**src/ptt_pkg.sv**
```systemverilog
// Package holding the tick timer register map, field layout and timing constants
package ptt_pkg;
  // Register byte addresses on the core private peripheral bus
  localparam logic [31:0] ADDR_CTRL = 32'he000e010; // tick_control_status_register
  localparam logic [31:0] ADDR_RELOAD = 32'he000e014; // tick_reload_register
  localparam logic [31:0] ADDR_CURRENT = 32'he000e018; // tick_current_value_register
  localparam logic [31:0] ADDR_CALIB = 32'he000e01c; // tick_calibration
  // Control register field positions
  localparam int CTRL_ENABLE_BIT = 0;
  localparam int CTRL_INT_BIT = 1;
  localparam int CTRL_SRC_BIT = 2;
  localparam int CTRL_FLAG_BIT = 16;
  // Calibration register field positions
  localparam int CAL_INEXACT_BIT = 30;
  localparam int CAL_NO_REFERENCE_CLOCK_FLAG_BIT = 31;
  // Counter width and reset values
  localparam int CNT_W = 24;
  localparam logic [23:0] RELOAD_RST = 24'h000000;
  localparam logic [23:0] CURRENT_RST = 24'h000000;
  localparam logic [31:0] CALIB_RST = 32'h00000004;
  // Default interval: 10 ms at a 50 MHz tick clock, minus one tick
  localparam int TEN_MS_US = 10000;
  localparam int CAL_CLK_MHZ = 50;
  localparam logic [23:0] TEN_MS_AT_50MHZ = 24'(CAL_CLK_MHZ * TEN_MS_US - 1);
  // Register access request
  typedef struct packed {
    logic [31:0] addr;
    logic wr;
    logic rd;
    logic [31:0] wdata;
  } ptt_req_s;
endpackage : ptt_pkg

```
**src/ptt_ref_tick.sv**
```systemverilog
// Half-rate reference tick generator
`timescale 1ns/1ps
module ptt_ref_tick
  import ptt_pkg::*;
(
  input wire logic core_clk,
  input wire logic rst,
  output logic refTick
);
  // Toggles every cycle, so it is high on every second core clock edge
  always_ff @(posedge core_clk) begin
    if (rst) begin
      refTick <= 1'b0;
    end else begin
      refTick <= ~refTick;
    end
  end
endmodule : ptt_ref_tick

```
**src/ptt_timer.sv**
```systemverilog
// Periodic 24-bit down-counting tick timer with its register block
// Function
// (RULE1) 24-bit down counter, event on reaching zero
// (RULE2) Tick from CPU clock or half-rate reference
// (RULE3) Source select 1 uses full CPU clock
// (RULE4) Calibration mirrors external calibration setting
// (RULE5) Calibration bits 23:0 reset to 0x4
// (RULE6) Bit 30 inexact, bit 31 no-reference
// (RULE7) Software programs reload before expecting interrupts
// (RULE8) Reload equals interval ticks minus one
// (RULE9) Current value write clears counter first
// (RULE10) Control 0x7 enables count, interrupt, CPU clock
// (RULE11) Default value gives 10 ms at 50 MHz
// (RULE12) Reaching zero reloads bits 23:0 of reload
// (RULE13) Zero flag bit 16 clears on read
// (RULE14) Current reads count; write clears count, flag
// (RULE15) Bit 0 enables counting, bit 1 interrupt
// (RULE16) Disabled counter holds value, no events
// (RULE17) Zero reload keeps counter at zero, silent
`timescale 1ns/1ps
module ptt_timer
  import ptt_pkg::*;
(
  input wire logic core_clk,
  input wire logic rst,
  input wire ptt_req_s regReq,
  input wire logic [31:0] calibrationSourceSetting,
  output logic [31:0] regRdata,
  output logic tickIrq
);
  // Control bits
  logic countEnable;
  logic tickInterruptEnable;
  logic tickSourceSelect;
  logic zeroReachedFlag; // Sticky, cleared by reading control
  logic [CNT_W-1:0] tickReload;
  logic [CNT_W-1:0] tickCurrent;
  logic [31:0] tickCalibration; // Follows the configuration block setting
  // Decoded accesses
  logic ctrlWrite;
  logic ctrlRead;
  logic reloadWrite;
  logic currentWrite;
  logic refTick;
  logic tick;
  logic zeroEvent; // Counter stepped from one to zero

  assign ctrlWrite = regReq.wr && (regReq.addr == ADDR_CTRL);
  assign ctrlRead = regReq.rd && (regReq.addr == ADDR_CTRL);
  assign reloadWrite = regReq.wr && (regReq.addr == ADDR_RELOAD);
  assign currentWrite = regReq.wr && (regReq.addr == ADDR_CURRENT);

  // Half-rate reference tick
  ptt_ref_tick i_ptt_ref_tick (
    .core_clk(core_clk),
    .rst(rst),
    .refTick(refTick)
  );

  // Tick select: full CPU clock when source select is 1
  assign tick = tickSourceSelect ? 1'b1 : refTick; // [RULE2] [RULE3]

  // A zero event needs counting on, a tick, and a step down from one
  assign zeroEvent = countEnable && tick && !currentWrite && (tickCurrent == 24'h000001); // [RULE1] [RULE16]

  // Control bits; a write of 0x7 sets all three
  always_ff @(posedge core_clk) begin
    if (rst) begin
      countEnable <= 1'b0;
      tickInterruptEnable <= 1'b0;
      tickSourceSelect <= 1'b0;
    end else if (ctrlWrite) begin
      countEnable <= regReq.wdata[CTRL_ENABLE_BIT]; // [RULE15] [RULE10]
      tickInterruptEnable <= regReq.wdata[CTRL_INT_BIT]; // [RULE15] [RULE10]
      tickSourceSelect <= regReq.wdata[CTRL_SRC_BIT]; // [RULE3] [RULE10]
    end
  end

  // Reload value; software is expected to load it before enabling
  always_ff @(posedge core_clk) begin
    if (rst) begin
      tickReload <= RELOAD_RST;
    end else if (reloadWrite) begin
      tickReload <= regReq.wdata[CNT_W-1:0]; // [RULE12]
    end
  end

  // Counter: write clears, zero reloads, otherwise steps down on ticks
  always_ff @(posedge core_clk) begin
    if (rst) begin
      tickCurrent <= CURRENT_RST;
    end else if (currentWrite) begin
      tickCurrent <= CURRENT_RST; // [RULE9] [RULE14]
    end else if (countEnable && tick) begin
      if (tickCurrent == 24'h000000) begin
        // A zero reload stays at zero and never steps from one again
        tickCurrent <= tickReload; // [RULE12] [RULE17]
      end else begin
        tickCurrent <= tickCurrent - 24'h000001; // [RULE1]
      end
    end
    // Disabled: value held as is [RULE16]
  end

  // Zero flag: a new event wins over the clear by read
  always_ff @(posedge core_clk) begin
    if (rst) begin
      zeroReachedFlag <= 1'b0;
    end else if (zeroEvent) begin
      zeroReachedFlag <= 1'b1; // [RULE13]
    end else if (ctrlRead || currentWrite) begin
      zeroReachedFlag <= 1'b0; // [RULE13] [RULE14]
    end
  end

  // Interrupt pulse, one cycle per zero event while enabled
  always_ff @(posedge core_clk) begin
    if (rst) begin
      tickIrq <= 1'b0;
    end else begin
      tickIrq <= zeroEvent && tickInterruptEnable; // [RULE15]
    end
  end

  // Calibration mirrors the configuration block, which should carry the
  // 10 ms at 50 MHz count; reset shows the small fixed default
  always_ff @(posedge core_clk) begin
    if (rst) begin
      tickCalibration <= CALIB_RST; // [RULE5] [RULE6]
    end else begin
      tickCalibration <= calibrationSourceSetting; // [RULE4] [RULE11]
    end
  end

  // Read data, registered; unmapped addresses and reserved bits read zero
  always_ff @(posedge core_clk) begin
    if (rst) begin
      regRdata <= 32'h00000000;
    end else if (regReq.rd) begin
      regRdata <= 32'h00000000;
      case (regReq.addr)
        ADDR_CTRL: begin
          regRdata[CTRL_ENABLE_BIT] <= countEnable;
          regRdata[CTRL_INT_BIT] <= tickInterruptEnable;
          regRdata[CTRL_SRC_BIT] <= tickSourceSelect;
          regRdata[CTRL_FLAG_BIT] <= zeroReachedFlag; // [RULE13]
        end
        ADDR_RELOAD: begin
          regRdata[CNT_W-1:0] <= tickReload;
        end
        ADDR_CURRENT: begin
          regRdata[CNT_W-1:0] <= tickCurrent; // [RULE14]
        end
        ADDR_CALIB: begin
          regRdata[CNT_W-1:0] <= tickCalibration[CNT_W-1:0]; // [RULE5]
          regRdata[CAL_INEXACT_BIT] <= tickCalibration[CAL_INEXACT_BIT]; // [RULE6]
          regRdata[CAL_NO_REFERENCE_CLOCK_FLAG_BIT] <= tickCalibration[CAL_NO_REFERENCE_CLOCK_FLAG_BIT]; // [RULE6]
        end
        default: begin
          regRdata <= 32'h00000000;
        end
      endcase
    end
  end

  // Checks
  property p_reload;
    @(posedge core_clk) disable iff (rst)
    (countEnable && tick && !currentWrite && tickCurrent == 24'h000000) |=> (tickCurrent == $past(tickReload));
  endproperty
  a_reload: assert property (p_reload) else $error("counter did not reload at zero"); // [RULE12]

  property p_decrement;
    @(posedge core_clk) disable iff (rst)
    (countEnable && tick && !currentWrite && tickCurrent != 24'h000000) |=>
      (tickCurrent == $past(tickCurrent) - 24'h000001);
  endproperty
  a_decrement: assert property (p_decrement) else $error("counter did not step down by one"); // [RULE1]

  property p_hold;
    @(posedge core_clk) disable iff (rst)
    (!countEnable && !currentWrite) |=> $stable(tickCurrent) && !tickIrq;
  endproperty
  a_hold: assert property (p_hold) else $error("disabled counter moved or fired"); // [RULE16]

  property p_clear;
    @(posedge core_clk) disable iff (rst)
    currentWrite |=> (tickCurrent == 24'h000000) && !zeroReachedFlag;
  endproperty
  a_clear: assert property (p_clear) else $error("current write did not clear count and flag"); // [RULE14]

  // A zero event always leaves the flag set, even against a read in the same cycle
  property p_flagRead;
    @(posedge core_clk) disable iff (rst)
    zeroEvent |=> zeroReachedFlag;
  endproperty
  a_flagRead: assert property (p_flagRead) else $error("zero flag not set by event"); // [RULE13]

  // A control read or current write with no event leaves the flag clear
  property p_flagClear;
    @(posedge core_clk) disable iff (rst)
    ((ctrlRead || currentWrite) && !zeroEvent) |=> !zeroReachedFlag;
  endproperty
  a_flagClear: assert property (p_flagClear) else $error("zero flag not cleared by read or write"); // [RULE13]

  property p_irq;
    @(posedge core_clk) disable iff (rst)
    tickIrq == $past(zeroEvent && tickInterruptEnable) || $past(rst);
  endproperty
  a_irq: assert property (p_irq) else $error("interrupt not tied to zero event and enable"); // [RULE15]

  property p_halfRate;
    @(posedge core_clk) disable iff (rst)
    (!tickSourceSelect && tick) |=> !refTick;
  endproperty
  a_halfRate: assert property (p_halfRate) else $error("reference tick not at half rate"); // [RULE2]

  // A missing half-rate tick is followed by one on the next cycle
  property p_refRise;
    @(posedge core_clk) disable iff (rst)
    (!tickSourceSelect && !tick) |=> tick;
  endproperty
  a_refRise: assert property (p_refRise) else $error("reference tick missed a cycle"); // [RULE2]

  property p_calib;
    @(posedge core_clk) disable iff (rst)
    !$past(rst) |-> (tickCalibration == $past(calibrationSourceSetting));
  endproperty
  a_calib: assert property (p_calib) else $error("calibration does not follow setting"); // [RULE4]

  property p_zeroReload;
    @(posedge core_clk) disable iff (rst)
    (tickReload == 24'h000000 && tickCurrent == 24'h000000 && !reloadWrite) |=> !zeroEvent && tickCurrent == 24'h000000;
  endproperty
  a_zeroReload: assert property (p_zeroReload) else $error("zero reload produced an event"); // [RULE17]
endmodule : ptt_timer

```
**config.mk**
```make
export PLATFORM = sky130hd
export DESIGN_NAME = ptt_timer
export DESIGN_NICKNAME = d
export VERILOG_FILES = /design/src/ptt_pkg.sv /design/src/ptt_ref_tick.sv /design/src/ptt_timer.sv
export SDC_FILE = /design/constraint.sdc
export NUM_CORES = 1
export LEC_CHECK = 0
export ABC_AREA = 1
export BUFFER_PORTS_ARGS = -buffer_cell sky130_fd_sc_hd__buf_4
export CORE_AREA = 2 2 101 103
export CTS_CLUSTER_SIZE = 20
export DETAILED_ROUTE_END_ITERATION = 10
export DIE_AREA = 0 0 103 105
export GPL_ROUTABILITY_DRIVEN = 0
export PLACE_DENSITY = 0.84
export SLEW_MARGIN = 25
export SYNTH_ARGS = -nofsm -noshare
export SYNTH_HDL_FRONTEND = slang
export SYNTH_SLANG_ARGS = --single-unit
export TNS_END_PERCENT = 20
```
**constraint.sdc**
```tcl
create_clock -name core_clk -period 2.89 [get_ports core_clk]
set_input_delay 0.1445 -clock core_clk [delete_from_list [all_inputs] [get_ports core_clk]]
set_output_delay 0.1445 -clock core_clk [all_outputs]
set_load 0.02 [all_outputs]
```
# Word level (Yosys, flattened, before mapping)
# Cells that the tools add are included.
# totals
in_bits,100
word_cells,39
register_bits,112
# op_classes
add_sub_neg,1
n_eq_ne,5
n_bitwise,1
n_mux,9
n_reduce_logical,13
# op_table
op,count
"32-bit equality test, second input constant",4
13-bit one-hot mux with 3 select lines,1
"24-bit by 1-bit equality test with 1-bit output, second input constant",1
24-bit logical NOT,1
24-bit two-way mux,1
"24-bit by 1-bit subtractor with 24-bit output, second input constant",1
7-bit one-hot mux with 3 select lines,1
3-bit one-hot mux with 4 select lines,1
1-bit logical AND,8
1-bit one-hot mux with 4 select lines,1
1-bit two-way mux,3
2-bit two-way mux,1
2-bit nonzero test,1
2-bit OR reduction,1
1-bit logical NOT,1
1-bit logical OR,1
1-bit NOT,1

# Depth between registers and ports, before layout
# depth
ltp_word,6
mapped_depth,12

# By module
# A second synthesis with hierarchy kept.
# unflattened
cells_unflattened,845
area_unflattened_um2,5838.1
# modules_own_cells
mod,cells_per_inst,area_each_um2,n_inst,seq_area_each_um2
ptt_timer,843,5814.3,1,2102.0
ptt_ref_tick,2,23.8,1,20.0

# Worst setup path before layout
# Ideal clock, no wire load.
# synth_path
kind,reg2reg
from,register tickCurrent[0]
to,register tickCurrent[15]
t_required_ns,2.773
setup_time_ns,0.117
path_slack_ns,1.379
period_less_slack_ns,1.511
path_stages_with_launch,10
t_arrival_ns,1.394
cell_sequence,dfxtp_1 inv_1 ha_1 nand2_1 nor2_2 nand4_2 buf_2 or2_0 nand3_1 a21oi_1
# synth_between
elab_chain_len,2
word_cells_on_any_way,3
classes_between,add/sub: 1; mux: 1; reduce/logical: 1
# synth_lines
item,line_no,source
from (decl),ptt_timer.sv:37,logic [CNT_W-1:0] tickCurrent;
from (signal assigned),ptt_timer.sv:97,tickCurrent <= tickReload;
from (signal assigned),ptt_timer.sv:99,tickCurrent <= tickCurrent - 24'h000001;
24-bit by 1-bit subtractor with 24-bit output or 24-bit logical NOT (tied branches),"ptt_timer.sv:99, ptt_timer.sv:95",
24-bit two-way mux *,ptt_timer.sv:95,if (tickCurrent == 24'h000000) begin
# Mark *: on every way between the ends. The rest lies on a longest branch, timed or not.
# A chain may end at the register's enable or synchronous reset.

# Worst setup path in the final report
# layout_path
from,register tickCurrent[0]
to,register tickCurrent[1]
# The elaborated chain is that of the path after synthesis.

==> results.txt <==
via count normalized by instance count -> 5.216
Critical Path, Cell by Cell -> inv_1, ha_1, nand2_1, nor2_2, nand4_2, buf_4, a21oi_1, o21ai_1, a21oi_1
classification of the worst-slack hold path -> in2reg
largest net degree at the start of global routing -> 80
number of antenna violations at the first check in global routing -> 0
average size of a mapped cell -> 6.529 µm²
GRT overflow -> 0
crit path DAT -> 2.32 ns
Root Buffer -> clkbuf_8
DRC violation total after the first TritonRoute iteration -> 436
worst clock skew -> 0.01220 ns
die boundary height -> 105 µm
CTS tree -> done
worst-case hold path end point -> countEnable$_SDFFE_PP0P_
worst-case clock buffer depth -> 2
number of endpoints failing setup at the final stage -> 0
count of max-cap constraint violations -> 0
standard cell area after detailed placement -> 6391 µm²
number of storage elements in the synthesis netlist -> 106
launch point of the worst reg-to-reg path -> tickCurrent[0]$_SDFFE_PP0P_
standby leakage power -> 3.155 nW
Core Area -> 9639 µm²
setup slack of the worst register-to-register path -> 0.87 ns
highest net fanout along the worst path -> 16
Final Max Tran Viols -> 0
total routing usage reported by global routing -> 30.30%
number of cell rows -> 36
synth unique cells -> 37
power density over the cells -> 386.1 nW/µm²
Worst VDD drop -> 0.0003427 V
total die area -> 10820 µm²
most common cell type on the critical path -> a21oi_1
clock latency reported for the late side of the worst-skew pair -> 0.38 ns
clk slew on worst S/H paths -> 0.10 ns
share of final-layout standard cells stronger than drive strength 1 -> 17.56%
H-tree levels -> 3
Overall Power -> 2.646 mW
Via Count -> 5774
Required @ worst endpoint -> 3.19 ns
share of the cycle needed by the critical path after routing -> 70.01%
cell area after synthesis -> 5530 µm²
run status -> complete, no violations
clock net sink count -> 106
First-pass DRT Iterations -> 6
capture point of the worst reg-to-reg path -> tickCurrent[1]$_SDFFE_PP0P_
Tmin final -> 2.023 ns
Initial Utilization -> 57.37%
die width -> 103 µm
vias in the first global route -> 5376
number of filler cells placed in the layout -> 847
DPL Wire Length -> 10940 µm
DR WL/cell -> 14.17 µm
relative slew slack -> 44.85%
first-pass GRT wire length -> 26020 µm
final-report hold violation count -> 0
final sum of negative setup slack -> 0 ns
Max Freq -> 494.3 MHz
setup bufs post-CTS -> 0
Synth area leader -> dfxtp_1
cell types occupying the most area after synthesis -> dfxtp_1, nand2_1, nor2_1, inv_1, nand3_1
Worst Max-Slew Pin Slew -> 0.8272 ns
count of warnings emitted by yosys -> 0
worst r2r path cells -> 9
startpoint of the tightest hold check path -> regReq[0]
final-stage net count -> 1072
worst-path cell with the longest stage delay -> dfxtp_1
Detail Route Antenna Nets -> 0
cell area after layout -> 6854 µm²
synthesis-to-finish area growth -> 23.94%
share of the yosys chip area belonging to registers -> 38.37%
RSZ-0062 raised after global routing -> no
Max stage delay on crit path -> 0.38 ns
crit start category -> flip-flop
number of instances in the synthesized netlist -> 847
number of buffer cells added on primary ports -> 112
post-synth top area share -> 38.37%
category of the critical setup timing path -> reg2reg
endpoint kind of the worst setup timing path -> flip-flop
n_diodes -> 0
post-detailed-route DRC marker count -> 0
cell depth of the worst min-delay path -> 3
number of buffers inserted during clock tree synthesis -> 9
number of primary I/O pins -> 133
Routed Wire Length -> 15690 µm
worst max-delay path, delay by kind of cell (launching register included):
kind	cells	cell delay (ns)
simple gates	3	0.61
buf+inv	2	0.44
flops	1	0.38
compound gates	3	0.31
fa+ha+maj	1	0.20
through the flow:
step                      hold slack (ns)  std cells  setup slack (ns)  util (%)
after floorplan                    0.2483        852             1.379         -
after global placement             0.3324       1065            0.9475     66.30
after detailed placement           0.3342       1065            0.9341     66.30
after CTS                         0.03194       1107            0.8706     71.11
after global routing              0.03689       1107            0.7009     71.11
final                             0.03781       1107            0.8668     71.11
layer usage:
metal,track usage (%),up-vias,wire length (µm)
met3,4.883,25,1328
met1,43.65,2561,6791
met4,6.767,0,249
met2,47.50,259,7320
li1,-,2929,-
met5,0,-,0
layout make-up:
type                            count  area [µm²]  area share (%)
Multi-Input combinational cell    615        2853           41.62
Timing Repair Buffer              147        1169           17.05
Tap cell                          133       166.4           2.428
Clock inverter                      6       65.06          0.9493
Inverter                           90       341.6           4.984
Clock buffer                       10       137.6           2.008
Sequential cell                   106        2122           30.96
worst max-delay path by stage:
stage | startpoint | endpoint | slack (ns) | depth (start not counted)
after floorplan | tickCurrent[0]$_SDFFE_PP0P_ | tickCurrent[15]$_SDFFE_PP0P_ | 1.38 | 9
after global placement | tickCurrent[0]$_SDFFE_PP0P_ | tickCurrent[23]$_SDFFE_PP0P_ | 0.95 | 10
after detailed placement | tickCurrent[0]$_SDFFE_PP0P_ | tickCurrent[12]$_SDFFE_PP0P_ | 0.93 | 8
after CTS | tickCurrent[0]$_SDFFE_PP0P_ | tickCurrent[1]$_SDFFE_PP0P_ | 0.87 | 9
after global routing | tickCurrent[0]$_SDFFE_PP0P_ | tickCurrent[1]$_SDFFE_PP0P_ | 0.70 | 9
final | tickCurrent[0]$_SDFFE_PP0P_ | tickCurrent[1]$_SDFFE_PP0P_ | 0.87 | 9
cell families after synthesis:
kind of cell | after synthesis | synth area share, %
other cells | 1 | 0.06781
simple gates | 503 | 39.66
flops | 106 | 38.37
xor+xnor | 7 | 1.109
buf+inv | 131 | 10.45
compound gates | 96 | 9.661
fa+ha+maj | 3 | 0.6788
Yosys cell counts:
master / number
buf_2: 9
dfxtp_1: 106
nand2_2: 10
ha_1: 3
nor3_1: 47
nand4_2: 1
a211oi_2: 1
nor4_1: 2
nand3b_1: 5
a21oi_1: 57
buf_4: 9
or2_2: 2
nor2_1: 120
nor2_4: 5
o211ai_1: 11
nand3_4: 1
nand2_1: 233
xor2_1: 6
nand4_1: 6
inv_2: 1
clkinv_2: 3
nor2_2: 8
xnor2_1: 1
o22ai_1: 3
or2_0: 2
clkinv_1: 1
nand2b_1: 1
nand3_1: 59
buf_1: 1
a211oi_1: 6
o21ai_1: 2
conb_1: 1
buf_6: 5
nor2_8: 1
clkbuf_1: 17
inv_1: 85
o21ai_0: 16
cells in the final DEF, fill, tap and decap left out, drive strengths merged, types with 11 or more instances in the layout:
cell type    count
nor3            47
nand3           60
buf            121
dlygate4sd3     26
o211ai          11
inv             90
o21ai           18
a21oi           57
nand2          243
nor2           134
dfxtp          106
registers in the layout, indices dropped and copies added, names as in the netlist:
signal,count
tickIrq,1
tickCalibration,26
regRdata,26
tickCurrent,24
zeroReachedFlag,1
i_ptt_ref_tick.refTick,1
countEnable,1
tickReload,24
tickSourceSelect,1
tickInterruptEnable,1
report_power, final:
| part | switching, mW | total (mW) | internal (mW) | leakage, nW |
|---|---|---|---|---|
| Sequential | 0.00613 | 1.49 | 1.48 | 0.861 |
| Clock | 0.568 | 0.932 | 0.365 | 0.104 |
| Combinational | 0.109 | 0.226 | 0.118 | 2.19 |
timing repair:
action | CTS | global route
gates resized for setup | 0 | 0
endpoints found under the hold margin | 26 | 0
hold buffers | 26 | 0
No activity file was read; power rests on OpenSTA's default activity.
